==> config.mk <==
export PLATFORM = sky130hd
export DESIGN_NAME = cgs_status_flags
export DESIGN_NICKNAME = d
export VERILOG_FILES = /design/src/hdl/cgs_pkg.sv /design/src/hdl/cgs_status_flags.sv /design/src/hdl/cgs_crc15.sv /design/src/hdl/cgs_fault_conf.sv
export VERILOG_INCLUDE_DIRS = /design/src /design/src/hdl
export SDC_FILE = /design/constraint.sdc
export NUM_CORES = 1
export LEC_CHECK = 0
export ABC_AREA = 0
export BUFFER_PORTS_ARGS = -buffer_cell sky130_fd_sc_hd__clkbuf_2
export CORE_UTILIZATION = 55
export DETAILED_ROUTE_END_ITERATION = 10
export GPL_TIMING_DRIVEN = 0
export HOLD_SLACK_MARGIN = 0.03
export PLACE_DENSITY_LB_ADDON = 0.08
export SLEW_MARGIN = 20
export SYNTH_ARGS = -nofsm -noshare
export SYNTH_HDL_FRONTEND = slang
export SYNTH_SLANG_ARGS = --single-unit
==> constraint.sdc <==
create_clock -name sys_clk -period 3.1 [get_ports sys_clk]
set_input_delay 0.62 -clock sys_clk [delete_from_list [all_inputs] [get_ports sys_clk]]
set_output_delay 0.62 -clock sys_clk [all_outputs]
set_load 0.01 [all_outputs]
==> src/hdl/cgs_params.svh <==
// Constants of the CAN general status and error flag block
// Assumes inclusion by bare name from the package and the modules
`ifndef CGS_PARAMS_SVH
`define CGS_PARAMS_SVH

// ----------------------------------------
// Register addresses and reset values
// ----------------------------------------
`define CGS_ADDR_GIT 8'h9B
`define CGS_ADDR_GSTA 8'hAA
`define CGS_GSTA_RST 8'h00
`define CGS_GIT_RST 8'h00
`define CGS_RDATA_IDLE 8'h00

// ----------------------------------------
// Protocol figures
// ----------------------------------------
`define CGS_TIMER_MAX 16'hFFFF
`define CGS_TIMER_ZERO 16'h0000
`define CGS_STUFF_LIMIT 3'h5
`define CGS_STUFF_ONE 3'h1
`define CGS_STUFF_ZERO 3'h0
`define CGS_CRC_POLY 15'h4599
`define CGS_CRC_ZERO 15'h0000
`define CGS_PASSIVE_LIMIT 9'h080
`define CGS_BUSOFF_LIMIT 9'h100

`endif

==> src/hdl/cgs_pkg.sv <==
// Types shared by the CAN general status and error flag block
// Assumes the constants header sits beside it
package cgs_pkg;
`include "cgs_params.svh"

   // ----------------------------------------
   // Register images
   // ----------------------------------------
   typedef struct packed {
      logic resv7;
      logic overloadSendingFlag;
      logic resv5;
      logic transmitterBusyFlag;
      logic receiverBusyFlag;
      logic enableStateFlag;
      logic busOffState;
      logic errorPassiveState;
   } cgs_status_t;

   typedef struct packed {
      logic globalIrqImage;
      logic resv6;
      logic timerOverrunFlag;
      logic bufferOverrunFlag;
      logic stuffErrorFlag;
      logic crcErrorFlag;
      logic formErrorFlag;
      logic ackErrorFlag;
   } cgs_irq_t;

   // ----------------------------------------
   // Frame engine levels and pulses
   // ----------------------------------------
   typedef struct packed {
      logic txFrame;    // Transmitter drives a frame
      logic ackDrive;   // Transmitter drives an ack field
      logic frameWait;  // A frame waits to be sent
      logic ifs;        // Interframe spacing
      logic rxActive;   // Receiver acquires or monitors
      logic ovlSend;    // Own overload frame on the bus
      logic ovlStart;   // Own overload frame begins
      logic rxMsgEnd;   // Received message completed
   } cgs_frame_t;

   // ----------------------------------------
   // Per-bit receive information
   // ----------------------------------------
   typedef struct packed {
      logic strobe;      // One bus bit sampled
      logic value;       // Sampled level, 0 is dominant
      logic stuffRegion; // Bit lies in the stuffed part
      logic sof;         // Start of frame bit
      logic crcCalc;     // Destuffed bit from SOF to data
      logic crcRecv;     // Destuffed bit of the CRC field
      logic crcCompare;  // CRC field complete
      logic fixedForm;   // Delimiter or end of frame bit
      logic ackSlot;     // Acknowledge slot bit
   } cgs_bit_t;

   typedef enum logic [2:0] {
      CGS_OFF   = 3'h0,
      CGS_WAKE  = 3'h1,
      CGS_START = 3'h2,
      CGS_RUN   = 3'h3,
      CGS_DRAIN = 3'h4
   } cgs_ctl_state_t;

endpackage : cgs_pkg

==> src/hdl/cgs_status_flags.sv <==
// CAN general status and general interrupt flag registers
// Assumes a frame engine supplies levels and bit strobes, all on sys_clk
// Functional notes
// - Overload status bit 6 high while own overload frame is sent; no interrupt
// - Transmitter busy bit 4 high while any frame or ack is driven
// - Transmitter busy also high in interframe space if a frame waits
// - Receiver busy bit 3 high while a frame is acquired or monitored
// - Enable state bit 2 shows effective state, lagging the command
// - Status resets to zero; bits 7 and 5 undefined, never written with ones
// - Interrupt bit 7 is the image of all controller interrupts
// - Timer overrun bit 5 set when the timer wraps to zero
// - Timer overrun interrupts only when enabled; software clears it
// - Buffer overrun bit 4 set when the receive buffer fills
// - Stuff error bit 3 set on six equal consecutive bits
// - CRC error bit 2 set when computed and received CRC differ
// - Form error bit 1 set on a fixed-form field violation
// - Ack error bit 0 set when the ack slot stays recessive
// - Protocol engine starts three clocks after the enable command
// - Overload request sends after next message, clears as frame starts
`timescale 1ns/1ps
`include "cgs_params.svh"
module cgs_status_flags (
   input wire logic sys_clk,
   input wire logic rst_n,
   input wire logic [7:0] sfrAddr,
   input wire logic sfrWr,
   input wire logic sfrRd,
   input wire logic [7:0] sfrWdata,
   output logic [7:0] sfrRdata,
   input wire cgs_pkg::cgs_frame_t frameIn,
   input wire cgs_pkg::cgs_bit_t bitIn,
   input wire logic [8:0] txErrCount,
   input wire logic [7:0] rxErrCount,
   input wire logic timerTick,
   input wire logic bufferFull,
   input wire logic controllerEnableCmd,
   input wire logic overloadRequestSet,
   input wire logic timerIrqEnable,
   input wire logic bufIrqEnable,
   input wire logic errIrqEnable,
   input wire logic otherIrq,
   output logic canIrq,
   output logic protoRun,
   output logic overloadRequest,
   output logic overloadGo
);
   import cgs_pkg::*;

   // ----------------------------------------
   // Declarations
   // ----------------------------------------
   cgs_status_t generalStatus_reg, generalStatus_next;
   cgs_irq_t generalIrqFlags_reg, generalIrqFlags_next;
   cgs_irq_t irqSet, irqKeep;
   cgs_ctl_state_t ctlState_reg, ctlState_next;
   logic [15:0] timer_reg, timer_next;
   logic [2:0] stuffCount_reg, stuffCount_next;
   logic lastBit_reg, lastBit_next;
   logic bufFull_reg;
   logic overloadRequest_next, overloadGo_next;
   logic canIrq_next, protoRun_next;
   logic [7:0] sfrRdata_next;
   logic crcMismatch, busOffLvl, errPassiveLvl;
   logic gitWrite;

   // ----------------------------------------
   // Helpers
   // ----------------------------------------
   cgs_crc15 u_crc (
      .sys_clk(sys_clk),
      .rst_n(rst_n),
      .clear(bitIn.strobe && bitIn.sof),
      .calcEn(bitIn.strobe && bitIn.crcCalc),
      .recvEn(bitIn.strobe && bitIn.crcRecv),
      .compare(bitIn.crcCompare),
      .bitValue(bitIn.value),
      .mismatch(crcMismatch)
   );

   cgs_fault_conf u_fault (
      .sys_clk(sys_clk),
      .rst_n(rst_n),
      .txErrCount(txErrCount),
      .rxErrCount(rxErrCount),
      .busOff(busOffLvl),
      .errPassive(errPassiveLvl)
   );

   // ----------------------------------------
   // Enable sequencing
   // ----------------------------------------
   // Start takes three clocks; stop waits for traffic to end
   always_comb begin
      ctlState_next = ctlState_reg;
      case (ctlState_reg)
         CGS_OFF: begin
            if (controllerEnableCmd) begin
               ctlState_next = CGS_WAKE;
            end
         end
         CGS_WAKE: begin
            ctlState_next = controllerEnableCmd ? CGS_START : CGS_OFF;
         end
         CGS_START: begin
            ctlState_next = controllerEnableCmd ? CGS_RUN : CGS_OFF;
         end
         CGS_RUN: begin
            if (!controllerEnableCmd) begin
               ctlState_next = CGS_DRAIN;
            end
         end
         CGS_DRAIN: begin
            if (controllerEnableCmd) begin
               ctlState_next = CGS_RUN;
            end else if (!frameIn.txFrame && !frameIn.rxActive && !frameIn.ackDrive) begin
               ctlState_next = CGS_OFF;
            end
         end
         default: begin
            ctlState_next = CGS_OFF;
         end
      endcase
      protoRun_next = (ctlState_next == CGS_RUN) || (ctlState_next == CGS_DRAIN);
   end

   always_ff @(posedge sys_clk) begin
      if (!rst_n) begin
         ctlState_reg <= CGS_OFF;
         protoRun <= 1'b0;
      end else begin
         ctlState_reg <= ctlState_next;
         protoRun <= protoRun_next;
      end
   end

   // ----------------------------------------
   // General status image
   // ----------------------------------------
   // Live levels captured every clock, reserved bits read zero
   always_comb begin
      generalStatus_next = `CGS_GSTA_RST;
      generalStatus_next.overloadSendingFlag = frameIn.ovlSend;
      generalStatus_next.transmitterBusyFlag = frameIn.txFrame || frameIn.ackDrive
         || (frameIn.ifs && frameIn.frameWait);
      generalStatus_next.receiverBusyFlag = frameIn.rxActive;
      generalStatus_next.enableStateFlag = protoRun_next;
      generalStatus_next.busOffState = busOffLvl;
      generalStatus_next.errorPassiveState = errPassiveLvl;
   end

   always_ff @(posedge sys_clk) begin
      if (!rst_n) begin
         generalStatus_reg <= `CGS_GSTA_RST;
      end else begin
         generalStatus_reg <= generalStatus_next;
      end
   end

   // ----------------------------------------
   // Event detection
   // ----------------------------------------
   // CAN timer and run-length of equal bus bits
   always_comb begin
      timer_next = timerTick ? timer_reg + 16'h0001 : timer_reg;
      stuffCount_next = stuffCount_reg;
      lastBit_next = lastBit_reg;
      if (bitIn.strobe) begin
         lastBit_next = bitIn.value;
         if (!bitIn.stuffRegion) begin
            stuffCount_next = `CGS_STUFF_ZERO;
         end else if (bitIn.value == lastBit_reg && stuffCount_reg != `CGS_STUFF_ZERO) begin
            stuffCount_next = (stuffCount_reg == `CGS_STUFF_LIMIT) ? `CGS_STUFF_ONE
               : stuffCount_reg + 3'h1;
         end else begin
            stuffCount_next = `CGS_STUFF_ONE;
         end
      end
   end

   always_ff @(posedge sys_clk) begin
      if (!rst_n) begin
         timer_reg <= `CGS_TIMER_ZERO;
         stuffCount_reg <= `CGS_STUFF_ZERO;
         lastBit_reg <= 1'b1;
         bufFull_reg <= 1'b0;
      end else begin
         timer_reg <= timer_next;
         stuffCount_reg <= stuffCount_next;
         lastBit_reg <= lastBit_next;
         bufFull_reg <= bufferFull;
      end
   end

   // ----------------------------------------
   // General interrupt flags
   // ----------------------------------------
   // Hardware set wins over a software write of zero
   always_comb begin
      gitWrite = sfrWr && (sfrAddr == `CGS_ADDR_GIT);
      irqSet = `CGS_GIT_RST;
      irqSet.timerOverrunFlag = timerTick && (timer_reg == `CGS_TIMER_MAX);
      irqSet.bufferOverrunFlag = bufferFull && !bufFull_reg;
      irqSet.stuffErrorFlag = bitIn.strobe && bitIn.stuffRegion
         && (bitIn.value == lastBit_reg) && (stuffCount_reg == `CGS_STUFF_LIMIT);
      irqSet.crcErrorFlag = crcMismatch;
      irqSet.formErrorFlag = bitIn.strobe && bitIn.fixedForm && !bitIn.value;
      irqSet.ackErrorFlag = bitIn.strobe && bitIn.ackSlot && bitIn.value;
      irqKeep = gitWrite ? cgs_irq_t'(sfrWdata) : cgs_irq_t'(~`CGS_GIT_RST);
      generalIrqFlags_next = (generalIrqFlags_reg & irqKeep) | irqSet;
      generalIrqFlags_next.resv6 = 1'b0;
      canIrq_next = (generalIrqFlags_next.timerOverrunFlag && timerIrqEnable)
         || (generalIrqFlags_next.bufferOverrunFlag && bufIrqEnable)
         || (errIrqEnable && (generalIrqFlags_next.stuffErrorFlag
            || generalIrqFlags_next.crcErrorFlag || generalIrqFlags_next.formErrorFlag
            || generalIrqFlags_next.ackErrorFlag))
         || otherIrq;
      generalIrqFlags_next.globalIrqImage = canIrq_next;
   end

   always_ff @(posedge sys_clk) begin
      if (!rst_n) begin
         generalIrqFlags_reg <= `CGS_GIT_RST;
         canIrq <= 1'b0;
      end else begin
         generalIrqFlags_reg <= generalIrqFlags_next;
         canIrq <= canIrq_next;
      end
   end

   // ----------------------------------------
   // Overload request
   // ----------------------------------------
   // Armed by next received message, dropped when the frame begins
   always_comb begin
      overloadRequest_next = overloadRequest;
      overloadGo_next = overloadGo;
      if (frameIn.ovlStart) begin
         overloadRequest_next = 1'b0;
         overloadGo_next = 1'b0;
      end else if (overloadRequest && frameIn.rxMsgEnd) begin
         overloadGo_next = 1'b1;
      end
      if (overloadRequestSet) begin
         overloadRequest_next = 1'b1;
      end
   end

   always_ff @(posedge sys_clk) begin
      if (!rst_n) begin
         overloadRequest <= 1'b0;
         overloadGo <= 1'b0;
      end else begin
         overloadRequest <= overloadRequest_next;
         overloadGo <= overloadGo_next;
      end
   end

   // ----------------------------------------
   // Register read port
   // ----------------------------------------
   // Read data registered one clock after the strobe
   always_comb begin
      sfrRdata_next = `CGS_RDATA_IDLE;
      if (sfrRd && sfrAddr == `CGS_ADDR_GSTA) begin
         sfrRdata_next = generalStatus_reg;
      end else if (sfrRd && sfrAddr == `CGS_ADDR_GIT) begin
         sfrRdata_next = generalIrqFlags_reg;
      end
   end

   always_ff @(posedge sys_clk) begin
      if (!rst_n) begin
         sfrRdata <= `CGS_RDATA_IDLE;
      end else begin
         sfrRdata <= sfrRdata_next;
      end
   end
endmodule : cgs_status_flags

==> src/hdl/cgs_crc15.sv <==
// CRC checker over destuffed received bits
// Assumes the frame engine marks SOF, data and CRC field bits
`timescale 1ns/1ps
`include "cgs_params.svh"
module cgs_crc15 (
   input wire logic sys_clk,
   input wire logic rst_n,
   input wire logic clear,
   input wire logic calcEn,
   input wire logic recvEn,
   input wire logic compare,
   input wire logic bitValue,
   output logic mismatch
);
   import cgs_pkg::*;

   logic [14:0] crc_reg, crc_next;
   logic [14:0] recv_reg, recv_next;
   logic mismatch_next;
   logic feedback;

   // --------------------------------
   // Next CRC and received field
   // --------------------------------
   always_comb begin
      feedback = bitValue ^ crc_reg[14];
      crc_next = crc_reg;
      recv_next = recv_reg;
      if (clear) begin
         crc_next = `CGS_CRC_ZERO;
         recv_next = `CGS_CRC_ZERO;
      end else if (calcEn) begin
         crc_next = {crc_reg[13:0], 1'b0} ^ (feedback ? `CGS_CRC_POLY : `CGS_CRC_ZERO);
      end else if (recvEn) begin
         recv_next = {recv_reg[13:0], bitValue};
      end
      mismatch_next = compare && (recv_reg != crc_reg);
   end

   // Register stage
   always_ff @(posedge sys_clk) begin
      if (!rst_n) begin
         crc_reg <= `CGS_CRC_ZERO;
         recv_reg <= `CGS_CRC_ZERO;
         mismatch <= 1'b0;
      end else begin
         crc_reg <= crc_next;
         recv_reg <= recv_next;
         mismatch <= mismatch_next;
      end
   end
endmodule : cgs_crc15

==> src/hdl/cgs_fault_conf.sv <==
// Fault confinement states from the error counters
// Assumes counters come from the error counting logic
`timescale 1ns/1ps
`include "cgs_params.svh"
module cgs_fault_conf (
   input wire logic sys_clk,
   input wire logic rst_n,
   input wire logic [8:0] txErrCount,
   input wire logic [7:0] rxErrCount,
   output logic busOff,
   output logic errPassive
);
   import cgs_pkg::*;

   logic busOff_next, errPassive_next;

   // Threshold compare
   always_comb begin
      busOff_next = txErrCount >= `CGS_BUSOFF_LIMIT;
      errPassive_next = !busOff_next && ((txErrCount >= `CGS_PASSIVE_LIMIT)
         || ({1'b0, rxErrCount} >= `CGS_PASSIVE_LIMIT));
   end

   // Register stage
   always_ff @(posedge sys_clk) begin
      if (!rst_n) begin
         busOff <= 1'b0;
         errPassive <= 1'b0;
      end else begin
         busOff <= busOff_next;
         errPassive <= errPassive_next;
      end
   end
endmodule : cgs_fault_conf

==> metrics.yaml, run 1 <==
critical_path:
  path_max_fanout: 5
  endpoint_kind: "flop"
  critPathRequiredTime_ns: 3.33
  startpoint_type: "input pin"
  crit_arrival_ns: 2.04
  timing.setup.critical_path_class: "in -> reg"
power_and_ir_drop:
  worst_ir_drop_vdd_mv: 0.360
  power.density_nw_per_um2: 512
  leakage_nw: 1.55
placement:
  place_congestion: 0.798
  dp_hpwl_um: 4950
  dpl.cell_count: 498
  numPortBuffers: 54
global_route:
  grt_pass1_vias: 2577
  grt_max_degree: 13
  overflow: 0
  grt_use_total_pct: 23.2
  antenna_found_initial: 0
  grt_pass1_wl_um: 11200
yosys:
  muxShareOfSynthArea_pct: 0.605
  yosysMostFrequentCell: "dfxtp_1"
  synth_top_cell_area_share_pct: 48.4
  synthAdderAreaFrac_pct: 0.378
  syn_avg_cell_area_um2: 8.89
  yosys_warnings: 0
  synthArstFlopShare_pct: 0
  synth_top_cells_by_count: "80 x dfxtp_1, 73 x nand2_1, 33 x a21oi_1"
  ys_types: 41
  synth_top_family_by_area: "simple AND/OR/NAND/NOR gates"
  synthCells: 372
  synth_compound_area_share_pct: 11.8
  synth_xor_xnor_area_share_pct: 10.1
  synth_edf_count: 0
  synth_nets: 435
  synth-seq-cells: 80
  synth_top_flop_cell: "dfxtp_1"
  ys_seq_area_share_pct: 48.4
  synth-simple-area-share_pct: 25.3
  syn_area_um2: 3310
  synthTopCellsByArea: "dfxtp_1 48%, nand2_1 8.3%, xnor2_1 5.8%"
  synth_top_cell_by_area: "dfxtp_1"
timing:
  grt_setup_unrepaired: "no"
  setup_viol_count_final: 0
  fin_skew_ns: 0.00902
  finalCritPeriodShare_pct: 58.4
  timing.fmax_mhz: 552
  min_period_ns: 1.81
  hold_viol_final: 0
  slew_violations: 0
  slew_headroom_pct: 50.1
  setup_tns_ns: 0
  tightest_slew_ns: 0.743
final_layout:
  area_growth_pct: 16.9
  nets: 500
  drive_above_1_share_pct: 17.0
  largest_register_ffs: 16
  insertedDiodeCount: 0
  stdcell_count: 514
drt:
  first_iter_violations: 119
  vias_per_cell: 5.23
  vias: 2688
  first_pass_iters: 4
  drc: 0
  wl_um: 6660
  drt-wirelength-per-cell_um: 12.9
  antenna_left: 0
clocking:
  cts_tree: "yes"
  cts.clk_slew.worst_paths_ns: 0.08
  postCtsHoldBufs: 0
  postCtsSetupRepairBufs: 0
  cts.sinks: 80
  clock_latency_ns: 0.34
  cts_root_buffer: "clkbuf_8"
  cts.htree.levels: 3
  clk_path_buf_depth: 2
  cts_resized: 0
  numCtsBuffers: 9
die:
  die_area_um2: 6330
  coreArea_um2: 5640
  die_h_um: 79.6
  die_w_um: 79.6
  initial_utilization_pct: 58.6
  placementRows: 27
  io_pins: 74
flow_run:
  maxCapViolCount: 0
worst_hold_path:
  hold_class: "reg -> reg"
run_status:
  status: "finished clean"
-- cell type report --
type                            count  area (µm²)
Buffer                             18        91.3
Clock buffer                       13         159
Clock inverter                      3        40.0
Fill cell                         496        1770
Inverter                            6        22.5
Multi-Input combinational cell    268        1590
Sequential cell                    80        1600
Tap cell                           72        90.1
Timing Repair Buffer               54         270
-- path summary, 6_finish.rpt --
path,cells past startpoint,from,slack [ns],end
worst max-delay path,6,sfrAddr[5],1.29,generalIrqFlags_reg[7]$_SDFF_PN0_
worst min-delay path,1,u_fault.errPassive$_SDFF_PN0_,0.44,generalStatus_reg[0]$_SDFF_PN0_
worst max register to register,5,timer_reg[2]$_SDFFE_PN0P_,1.42,timer_reg[15]$_SDFFE_PN0P_
worst min register to register,1,u_fault.errPassive$_SDFF_PN0_,0.44,generalStatus_reg[0]$_SDFF_PN0_
-- placed cells by master, fill, tap and decap left out, types with 5 or more instances in the layout --
cell type,instances
clkbuf_1,16
clkbuf_2,55
clkbuf_8,11
nand2_1,73
nand3_1,6
nand4_1,9
inv_1,6
nor2_1,11
nor2b_1,8
dfxtp_1,80
xnor2_1,22
o21ai_0,9
a21oi_1,33
and2_1,26
a22o_1,5
xor2_1,16
-- metrics by stage --
step	util, %	setup WS, ns	instance area [µm²]	total power [mW]	hold slack, ns
floorplan	-	1.28	3310	1.18	0.406
global placement	65.0	0.995	3670	1.23	0.414
detailed placement	65.0	0.949	3670	1.24	0.423
CTS	68.6	1.31	3870	1.99	0.432
global route	68.6	1.21	3870	2.06	0.429
finish	68.6	1.29	3870	1.98	0.437
-- report_power, final --
group,internal [mW],total [mW],switching [mW]
clock,0.415,0.767,0.352
combinational,0.0675,0.147,0.0795
sequential,1.05,1.07,0.0151
total,1.53,1.98,0.447
-- routing by layer --
layer,track usage (%),vias up,part of all wire (%)
met2,41.0,58,50
met3,4.23,2,3.8
met4,10.9,0,0.56
met1,26.7,1244,45
met5,0,-,0
li1,-,1384,-
-- worst max-delay path, cell delays in order --
cell and delay (ns):
clkbuf_2 0.09, nand4bb_4 0.25, o41ai_1 0.48, nand4_1 0.15
o311ai_1 0.34, nand3_1 0.11
-- kinds of logic (layout without fill, tap and decap cells) --
group,count (synthesis),in the layout
XOR/XNOR,38,38
multiplexers,2,2
buffers and inverters,24,94
adder cells (fa/ha/maj),1,1
AND/OR/NAND/NOR,162,162
AO/OA/AOI/OAI,65,65
flip-flops,80,80
(Power assumes the default switching activity.)
==> inputs of run 2 (changes only) <==
- ABC_AREA: 0 -> 1
- CORE_UTILIZATION: 55 -> 49
- clock period: 3.1 -> 1.65 ns (I/O delays scaled with it)
==> run 2 against run 1 <==
  * First-iteration DRC count shrank 17%
  * Hold slack lost 0.29 ns
  * Sequential power grew 91%
  * Register-to-register slack lost 1.3 ns
  * Count of clock-buffer cells in the layout shrank 4
  * Critical path depth grew 1
  * Critical endpoint unchanged
  * Wire length grew 8.1%
  * Largest cell class unchanged
==> metrics.yaml, run 2 <==
global_route:
  antenna_found_initial: 0  # unchanged
  grt_use_total_pct: 21.2  # -2.0 points
  grt_max_degree: 16  # +3
  grt_pass1_wl_um: 12100  # +8.1%
  grt_pass1_vias: 2694  # +4.5%
  overflow: 0  # unchanged
final_layout:
  largest_register_ffs: 16  # unchanged
  final_cell_mix: "82 x inv_1, 80 x dfxtp_1, 67 x nand2_1"
  area_growth_pct: 17.9
  insertedDiodeCount: 0  # unchanged
  fillers: 643  # +30%
  drive_above_1_share_pct: 18.0  # +1.0 points
  nets: 586  # +17%
  final_common_cell: "inv_1"
  fin_area_um2: 4040  # +4.4%
critical_path:
  crit_chain: "ha_1 -> nand3_1 -> nor3_1 -> nand3_1 -> a21oi_1 -> nor2_1 -> a21oi_1"
  worst_path_largest_cell_delay_ns: 0.38  # -0.10 ns
  path_max_fanout: 3  # -2
  cp-endpoint: "generalIrqFlags_reg[7]$_SDFF_PN0_"
  timing.setup.critical_path_class: "reg -> reg"
  reg2reg_from: "timer_reg[0]$_SDFFE_PN0P_"
  critPathRequiredTime_ns: 1.94  # -1.39 ns
  crit_arrival_ns: 1.83  # -0.21 ns
  reg2reg_slack_ns: 0.11  # -1.31 ns
  endpoint_kind: "flop"
  startpoint_type: "flop"
  reg2reg_depth: 7  # +2
  r2r_end: "generalIrqFlags_reg[7]$_SDFF_PN0_"
  crit_path_start: "timer_reg[0]$_SDFFE_PN0P_"
  crit_path_top_delay_cell: "dfxtp_1"
yosys:
  synth-seq-cells: 80  # unchanged
  yosysMostFrequentCell: "inv_1"
  synth_nets: 519  # +19%
  syn_area_um2: 3420  # +3.5%
  synth_top_flop_cell: "dfxtp_1"
  synthCells: 456  # +23%
  ys_seq_area_share_pct: 46.8  # -1.6 points
  synth_top_cell_by_area: "dfxtp_1"
  synthTopCellsByArea: "dfxtp_1 47%, inv_1 9.0%, a21oi_1 8.0%"
  synth_top_cells_by_count: "82 x inv_1, 80 x dfxtp_1, 67 x nand2_1"
  synthArstFlopShare_pct: 0  # unchanged
  yosys_warnings: 0  # unchanged
  synth_edf_count: 0  # unchanged
  syn_avg_cell_area_um2: 7.51  # -16%
  synth_top_cell_area_share_pct: 46.8  # -1.6 points
  ys_types: 33  # -20%
drt:
  vias: 2984  # +11%
  wl_um: 7190  # +8.1%
  drt-wirelength-per-cell_um: 11.8  # -8.7%
  routed.top_layer: "met4"
  wl_met1_um: 3490  # +16%
  drc: 0  # unchanged
  antenna_left: 0  # unchanged
  dr_wl_met3_um: 336  # +34%
  first_pass_iters: 4  # unchanged
  route.met2.wl_um: 3280  # -2.0%
  vias_per_cell: 4.91  # -6.2%
  first_iter_violations: 99  # -17%
power_and_ir_drop:
  power.density_nw_per_um2: 997  # +95%
  swShare_pct: 25.0  # +2.4 points
  combPwrFrac_pct: 9.0  # +1.6 points
  leakage_nw: 1.75  # +13%
  power_frac_clock_pct: 40.2  # +1.5 points
  total_power_mw: 4.03  # +100%
  worst_ir_drop_vdd_mv: 0.739  # +110%
  switching_power_mw: 1.01  # +130%
  seq_power_share_pct: 50.7  # -3.1 points
  p_int_mw: 3.02  # +97%
timing:
  hold_ws_ns: 0.148  # -0.288 ns
  timing.fmax_mhz: 649
  tightest_slew_ns: 0.591  # -0.152 ns
  setup_viol_count_final: 0  # unchanged
  hold_viol_final: 0  # unchanged
  slew_headroom_pct: 60.6  # +10 points
  min_period_ns: 1.54
  setup_tns_ns: 0  # unchanged
  grt_setup_unrepaired: "yes"
  finalCritPeriodShare_pct: 93.4
  finalWorstSetupSlack_ns: 0.108  # -1.18 ns
  fin_skew_ns: 0.00530  # -0.00372 ns
  slew_violations: 0  # unchanged
run_status:
  status: "finished clean"
placement:
  dp_hpwl_um: 5330  # +7.6%
  placed_area_um2: 3800  # +3.6%
  place_congestion: 0.817  # +2.3%
  place_ws_ns: 0.0482  # -0.901 ns
  numPortBuffers: 55  # +1.9%
die:
  die_w_um: 85.6  # +7.6%
  io_pins: 74  # unchanged
  placementRows: 30  # +11%
  initial_utilization_pct: 50.7  # -8.0 points
  coreArea_um2: 6760  # +20%
  die_area_um2: 7330  # +16%
  die_h_um: 85.6  # +7.6%
clocking:
  cts.clk_slew.worst_paths_ns: 0.09  # about the same
  clock_latency_ns: 0.35  # about the same
  numCtsBuffers: 9  # unchanged
  postCtsHoldBufs: 0  # unchanged
  cts.sinks: 80  # unchanged
  cts_root_buffer: "clkbuf_8"
  cts.htree.levels: 3  # unchanged
  clk_path_buf_depth: 2  # unchanged
  cts_tree: "yes"
flow_run:
  maxCapViolCount: 0  # unchanged
worst_hold_path:
  hold_class: "in -> reg"
## run 2: metrics by stage
step / util (%) / cells
after CTS: 59.6 / 607
final: 59.7 / 608
after global routing: 59.7 / 608
after floorplan: - / 456
after detailed placement: 56.2 / 591
after global placement: 56.2 / 591
## run 2: power by group through the flow
stage / logic, mW / clock network [mW] / registers [mW]
6_report: 0.363 / 1.62 / 2.04
5_1_grt: 0.417 / 1.75 / 2.05
4_1_cts: 0.367 / 1.69 / 2.04
3_5_place_dp: 0.366 / 0 / 2.09
3_3_place_gp: 0.359 / 0 / 2.09
2_1_floorplan: 0.238 / 0 / 2.08
## run 2: worst min path at each step
stage,end,from,depth (start not counted),slack [ns]
CTS,overloadGo$_SDFFE_PP0P_,frameIn[1],2,0.12
detailed placement,sfrRdata[6]$_SDFF_PN0_,generalStatus_reg[6]$_SDFF_PN0_,2,0.40
finish,overloadGo$_SDFFE_PP0P_,frameIn[1],2,0.15
floorplan,generalStatus_reg[0]$_SDFF_PN0_,u_fault.errPassive$_SDFF_PN0_,2,0.39
global placement,generalStatus_reg[0]$_SDFF_PN0_,u_fault.errPassive$_SDFF_PN0_,2,0.40
global route,overloadGo$_SDFFE_PP0P_,frameIn[1],2,0.14
## run 2: kinds of logic (layout without fill, tap and decap cells)
logic type | count (synthesis) | after routing | synth area share (%)
AOI/OAI and AO/OA | 105 | 105 | 16.6
DFF | 80 | 80 | 46.8
and+or+nand+nor | 153 | 153 | 19.9
xor gates and xnor gates | 19 | 19 | 5.08
adders and majority gates | 1 | 1 | 0.365
buffers and inverters | 98 | 170 | 11.3
## run 2: layout make-up
type                            instances  area, µm²  area share [%]
Buffer                                 13       67.6            1.67
Clock buffer                            9        124            3.07
Clock inverter                          7        103            2.54
Inverter                               85        319            7.90
Multi-Input combinational cell        278       1440            35.6
Sequential cell                        80       1600            39.7
Tap cell                               80        100            2.48
Timing Repair Buffer                   56        283            7.01
## run 2: timing repair
| action | in CTS | in global routing |
|---|---|---|
| gates resized for setup | 0 | 1 |
| endpoints found under the setup margin | 0 | 2 |
| buffers inserted | 0 | 1 |
## run 2: layer usage
metal,vias up,track usage [%]
met2,69,34.1
li1,1612,-
met5,-,0
met4,0,8.33
met1,1297,26.3
met3,6,7.12
## run 2: critical path: cells and delay by family, from the launching register on
kind                       cells  cell delay [ns]
AOI/OAI and AO/OA              2             0.32
adders and majority gates      1             0.22
DFF                            1             0.38
and+or+nand+nor                4             0.54
==> inputs of run 3 (changes only) <==
- BUFFER_PORTS_ARGS: -buffer_cell sky130_fd_sc_hd__clkbuf_2 -> -buffer_cell sky130_fd_sc_hd__buf_2
==> run 3 against run 2 <==
  * Die area stayed put
  * Clock skew up 0.0025 ns
  * First-iteration DRC count is 23% higher
  * Cell count shrank 0.16%
  * Clock power fell by 10%
  * Critical path type unchanged
  * Critical endpoint is now timer_reg[10]$_SDFFE_PN0P_
  * Highest routed layer unchanged
==> metrics.yaml, run 3 (synthesized netlist as in run 2, its figures left out) <==
drt:
  vias_per_cell: 5.02  # +2.3%
  wl_um: 7260  # +0.88%
  antenna_left: 0  # unchanged
  drc: 0  # unchanged
  first_iter_violations: 122  # +23%
  first_pass_iters: 4  # unchanged
  drt-wirelength-per-cell_um: 12.0  # +1.0%
  vias: 3049  # +2.2%
timing:
  hold_viol_final: 0  # unchanged
  fin_skew_ns: 0.00783  # +0.00253 ns
  timing.fmax_mhz: 685  # +5.6%
  setup_tns_ns: 0  # unchanged
  slew_headroom_pct: 58.0  # -2.5 points
  grt_setup_unrepaired: "no"
  slew_violations: 0  # unchanged
  setup_viol_count_final: 0  # unchanged
  finalCritPeriodShare_pct: 88.5  # -4.9 points
  min_period_ns: 1.46  # -0.0814 ns
  tightest_slew_ns: 0.630  # +0.0381 ns
critical_path:
  path_max_fanout: 4  # +1
  reg2reg_from: "timer_reg[1]$_SDFFE_PN0P_"
  timing.setup.critical_path_class: "reg -> reg"
  critPathRequiredTime_ns: 1.87  # -0.07 ns
  cp-endpoint: "timer_reg[10]$_SDFFE_PN0P_"
  endpoint_kind: "flop"
  reg2reg_slack_ns: 0.19  # +0.08 ns
  startpoint_type: "flop"
  crit_arrival_ns: 1.68  # -0.15 ns
  r2r_end: "timer_reg[10]$_SDFFE_PN0P_"
  reg2reg_depth: 8  # +1
  crit_path_start: "timer_reg[1]$_SDFFE_PN0P_"
power_and_ir_drop:
  worst_ir_drop_vdd_mv: 0.530  # -28%
  leakage_nw: 1.73  # -1.4%
  combPwrFrac_pct: 9.5  # +0.5 points
  p_int_mw: 2.90  # -4.1%
  power_frac_clock_pct: 37.6  # -2.6 points
  seq_power_share_pct: 53.0  # +2.3 points
  swShare_pct: 25.0  # -0.027 points
  switching_power_uw: 963  # -4.3%
  power.density_nw_per_um2: 963  # -3.4%
placement:
  dp_hpwl_um: 5340  # +0.23%
  place_congestion: 0.833  # +1.9%
  placed_area_um2: 3800  # unchanged
  numPortBuffers: 55  # unchanged
global_route:
  grt_use_total_pct: 21.0  # -0.15 points
  overflow: 0  # unchanged
  antenna_found_initial: 0  # unchanged
  grt_pass1_wl_um: 12100  # +0.46%
  grt_max_degree: 14  # -2
  grt_pass1_vias: 2679  # -0.56%
die:
  placementRows: 30  # unchanged
  initial_utilization_pct: 50.7  # unchanged
  die_w_um: 85.6  # unchanged
  die_h_um: 85.6  # unchanged
  coreArea_um2: 6760  # unchanged
  die_area_um2: 7330  # unchanged
  io_pins: 74  # unchanged
clocking:
  clock_latency_ns: 0.36  # about the same
  clk_path_buf_depth: 2  # unchanged
  postCtsHoldBufs: 0  # unchanged
  cts_tree: "yes"
  cts.sinks: 80  # unchanged
  cts.htree.levels: 3  # unchanged
  numCtsBuffers: 9  # unchanged
  cts_root_buffer: "clkbuf_8"
  cts.clk_slew.worst_paths_ns: 0.08  # about the same
flow_run:
  maxCapViolCount: 0  # unchanged
final_layout:
  drive_above_1_share_pct: 17.8  # -0.16 points
  insertedDiodeCount: 0  # unchanged
  final_cell_mix: "82 x inv_1, 79 x dfxtp_1, 67 x nand2_1"
  area_growth_pct: 17.0
  fillers: 657  # +2.2%
  multiInputGateArea_um2: 1440  # +0.17%
  seq_area_um2: 1600  # about the same
  final_common_cell: "inv_1"
  largest_register_ffs: 16  # unchanged
  nets: 585  # -0.17%
  fin_area_um2: 4010  # -0.77%
run_status:
  status: "finished clean"
worst_hold_path:
  hold_class: "in -> reg"
-- run 3: cell type report --
class,instances,area share [%]
Sequential cell,80,40.0
Multi-Input combinational cell,278,36.0
Inverter,85,7.97
Timing Repair Buffer,55,6.87
Clock buffer,12,3.62
Tap cell,80,2.50
Buffer,13,1.69
Clock inverter,4,1.34
-- run 3: power groups by stage --
stage / Sequential, mW / Combinational (mW) / Clock, mW
after floorplan: 2.08 / 0.238 / 0
after global placement: 2.09 / 0.359 / 0
after detailed placement: 2.09 / 0.364 / 0
after CTS: 2.04 / 0.365 / 1.49
after global routing: 2.05 / 0.417 / 1.57
final: 2.04 / 0.365 / 1.45
-- run 3: per-layer routing --
layer / share of wire, % / GRT usage [%]
met3: 5.0 / 5.00
met5: 0 / 0
met2: 44 / 33.7
met4: 1.4 / 7.27
met1: 49 / 27.9
-- run 3: worst min-delay path by stage --
| stage | start | end | slack (ns) | cells after the start |
|---|---|---|---|---|
| after floorplan | u_fault.errPassive$_SDFF_PN0_ | generalStatus_reg[0]$_SDFF_PN0_ | 0.39 | 2 |
| after global placement | u_fault.errPassive$_SDFF_PN0_ | generalStatus_reg[0]$_SDFF_PN0_ | 0.40 | 2 |
| after detailed placement | u_fault.busOff$_SDFF_PN0_ | generalStatus_reg[1]$_SDFF_PN0_ | 0.40 | 2 |
| after CTS | frameIn[1] | overloadGo$_SDFFE_PP0P_ | 0.14 | 2 |
| after global routing | frameIn[1] | overloadGo$_SDFFE_PP0P_ | 0.14 | 2 |
| final | txErrCount[8] | u_fault.errPassive$_SDFF_PN0_ | 0.15 | 2 |
-- run 3: metrics by stage --
step / power (mW) / setup slack, ns / util (%) / hold slack (ns) / std cells
2_1_floorplan: 2.32 / 0.337 / - / 0.390 / 456
3_3_place_gp: 2.45 / 0.0790 / 56.2 / 0.396 / 591
3_5_place_dp: 2.45 / 0.0429 / 56.2 / 0.399 / 591
4_1_cts: 3.89 / 0.120 / 59.2 / 0.138 / 607
5_1_grt: 4.04 / 0.0294 / 59.3 / 0.140 / 607
6_report: 3.86 / 0.190 / 59.3 / 0.151 / 607
-- run 3: worst max-delay path, stage by stage, from the launching register on --
cell and delay, ns:
dfxtp_1 0.36, ha_2 0.21, nand3_1 0.11, nor2_2 0.14, inv_1 0.06, nor2_2 0.15, nand2_1 0.09, xor2_1 0.14
nor2_1 0.05
-- run 3: repair_timing --
action	in CTS	in global routing
setup buffers	0	0
resized for setup	0	3
setup endpoints to repair	0	2
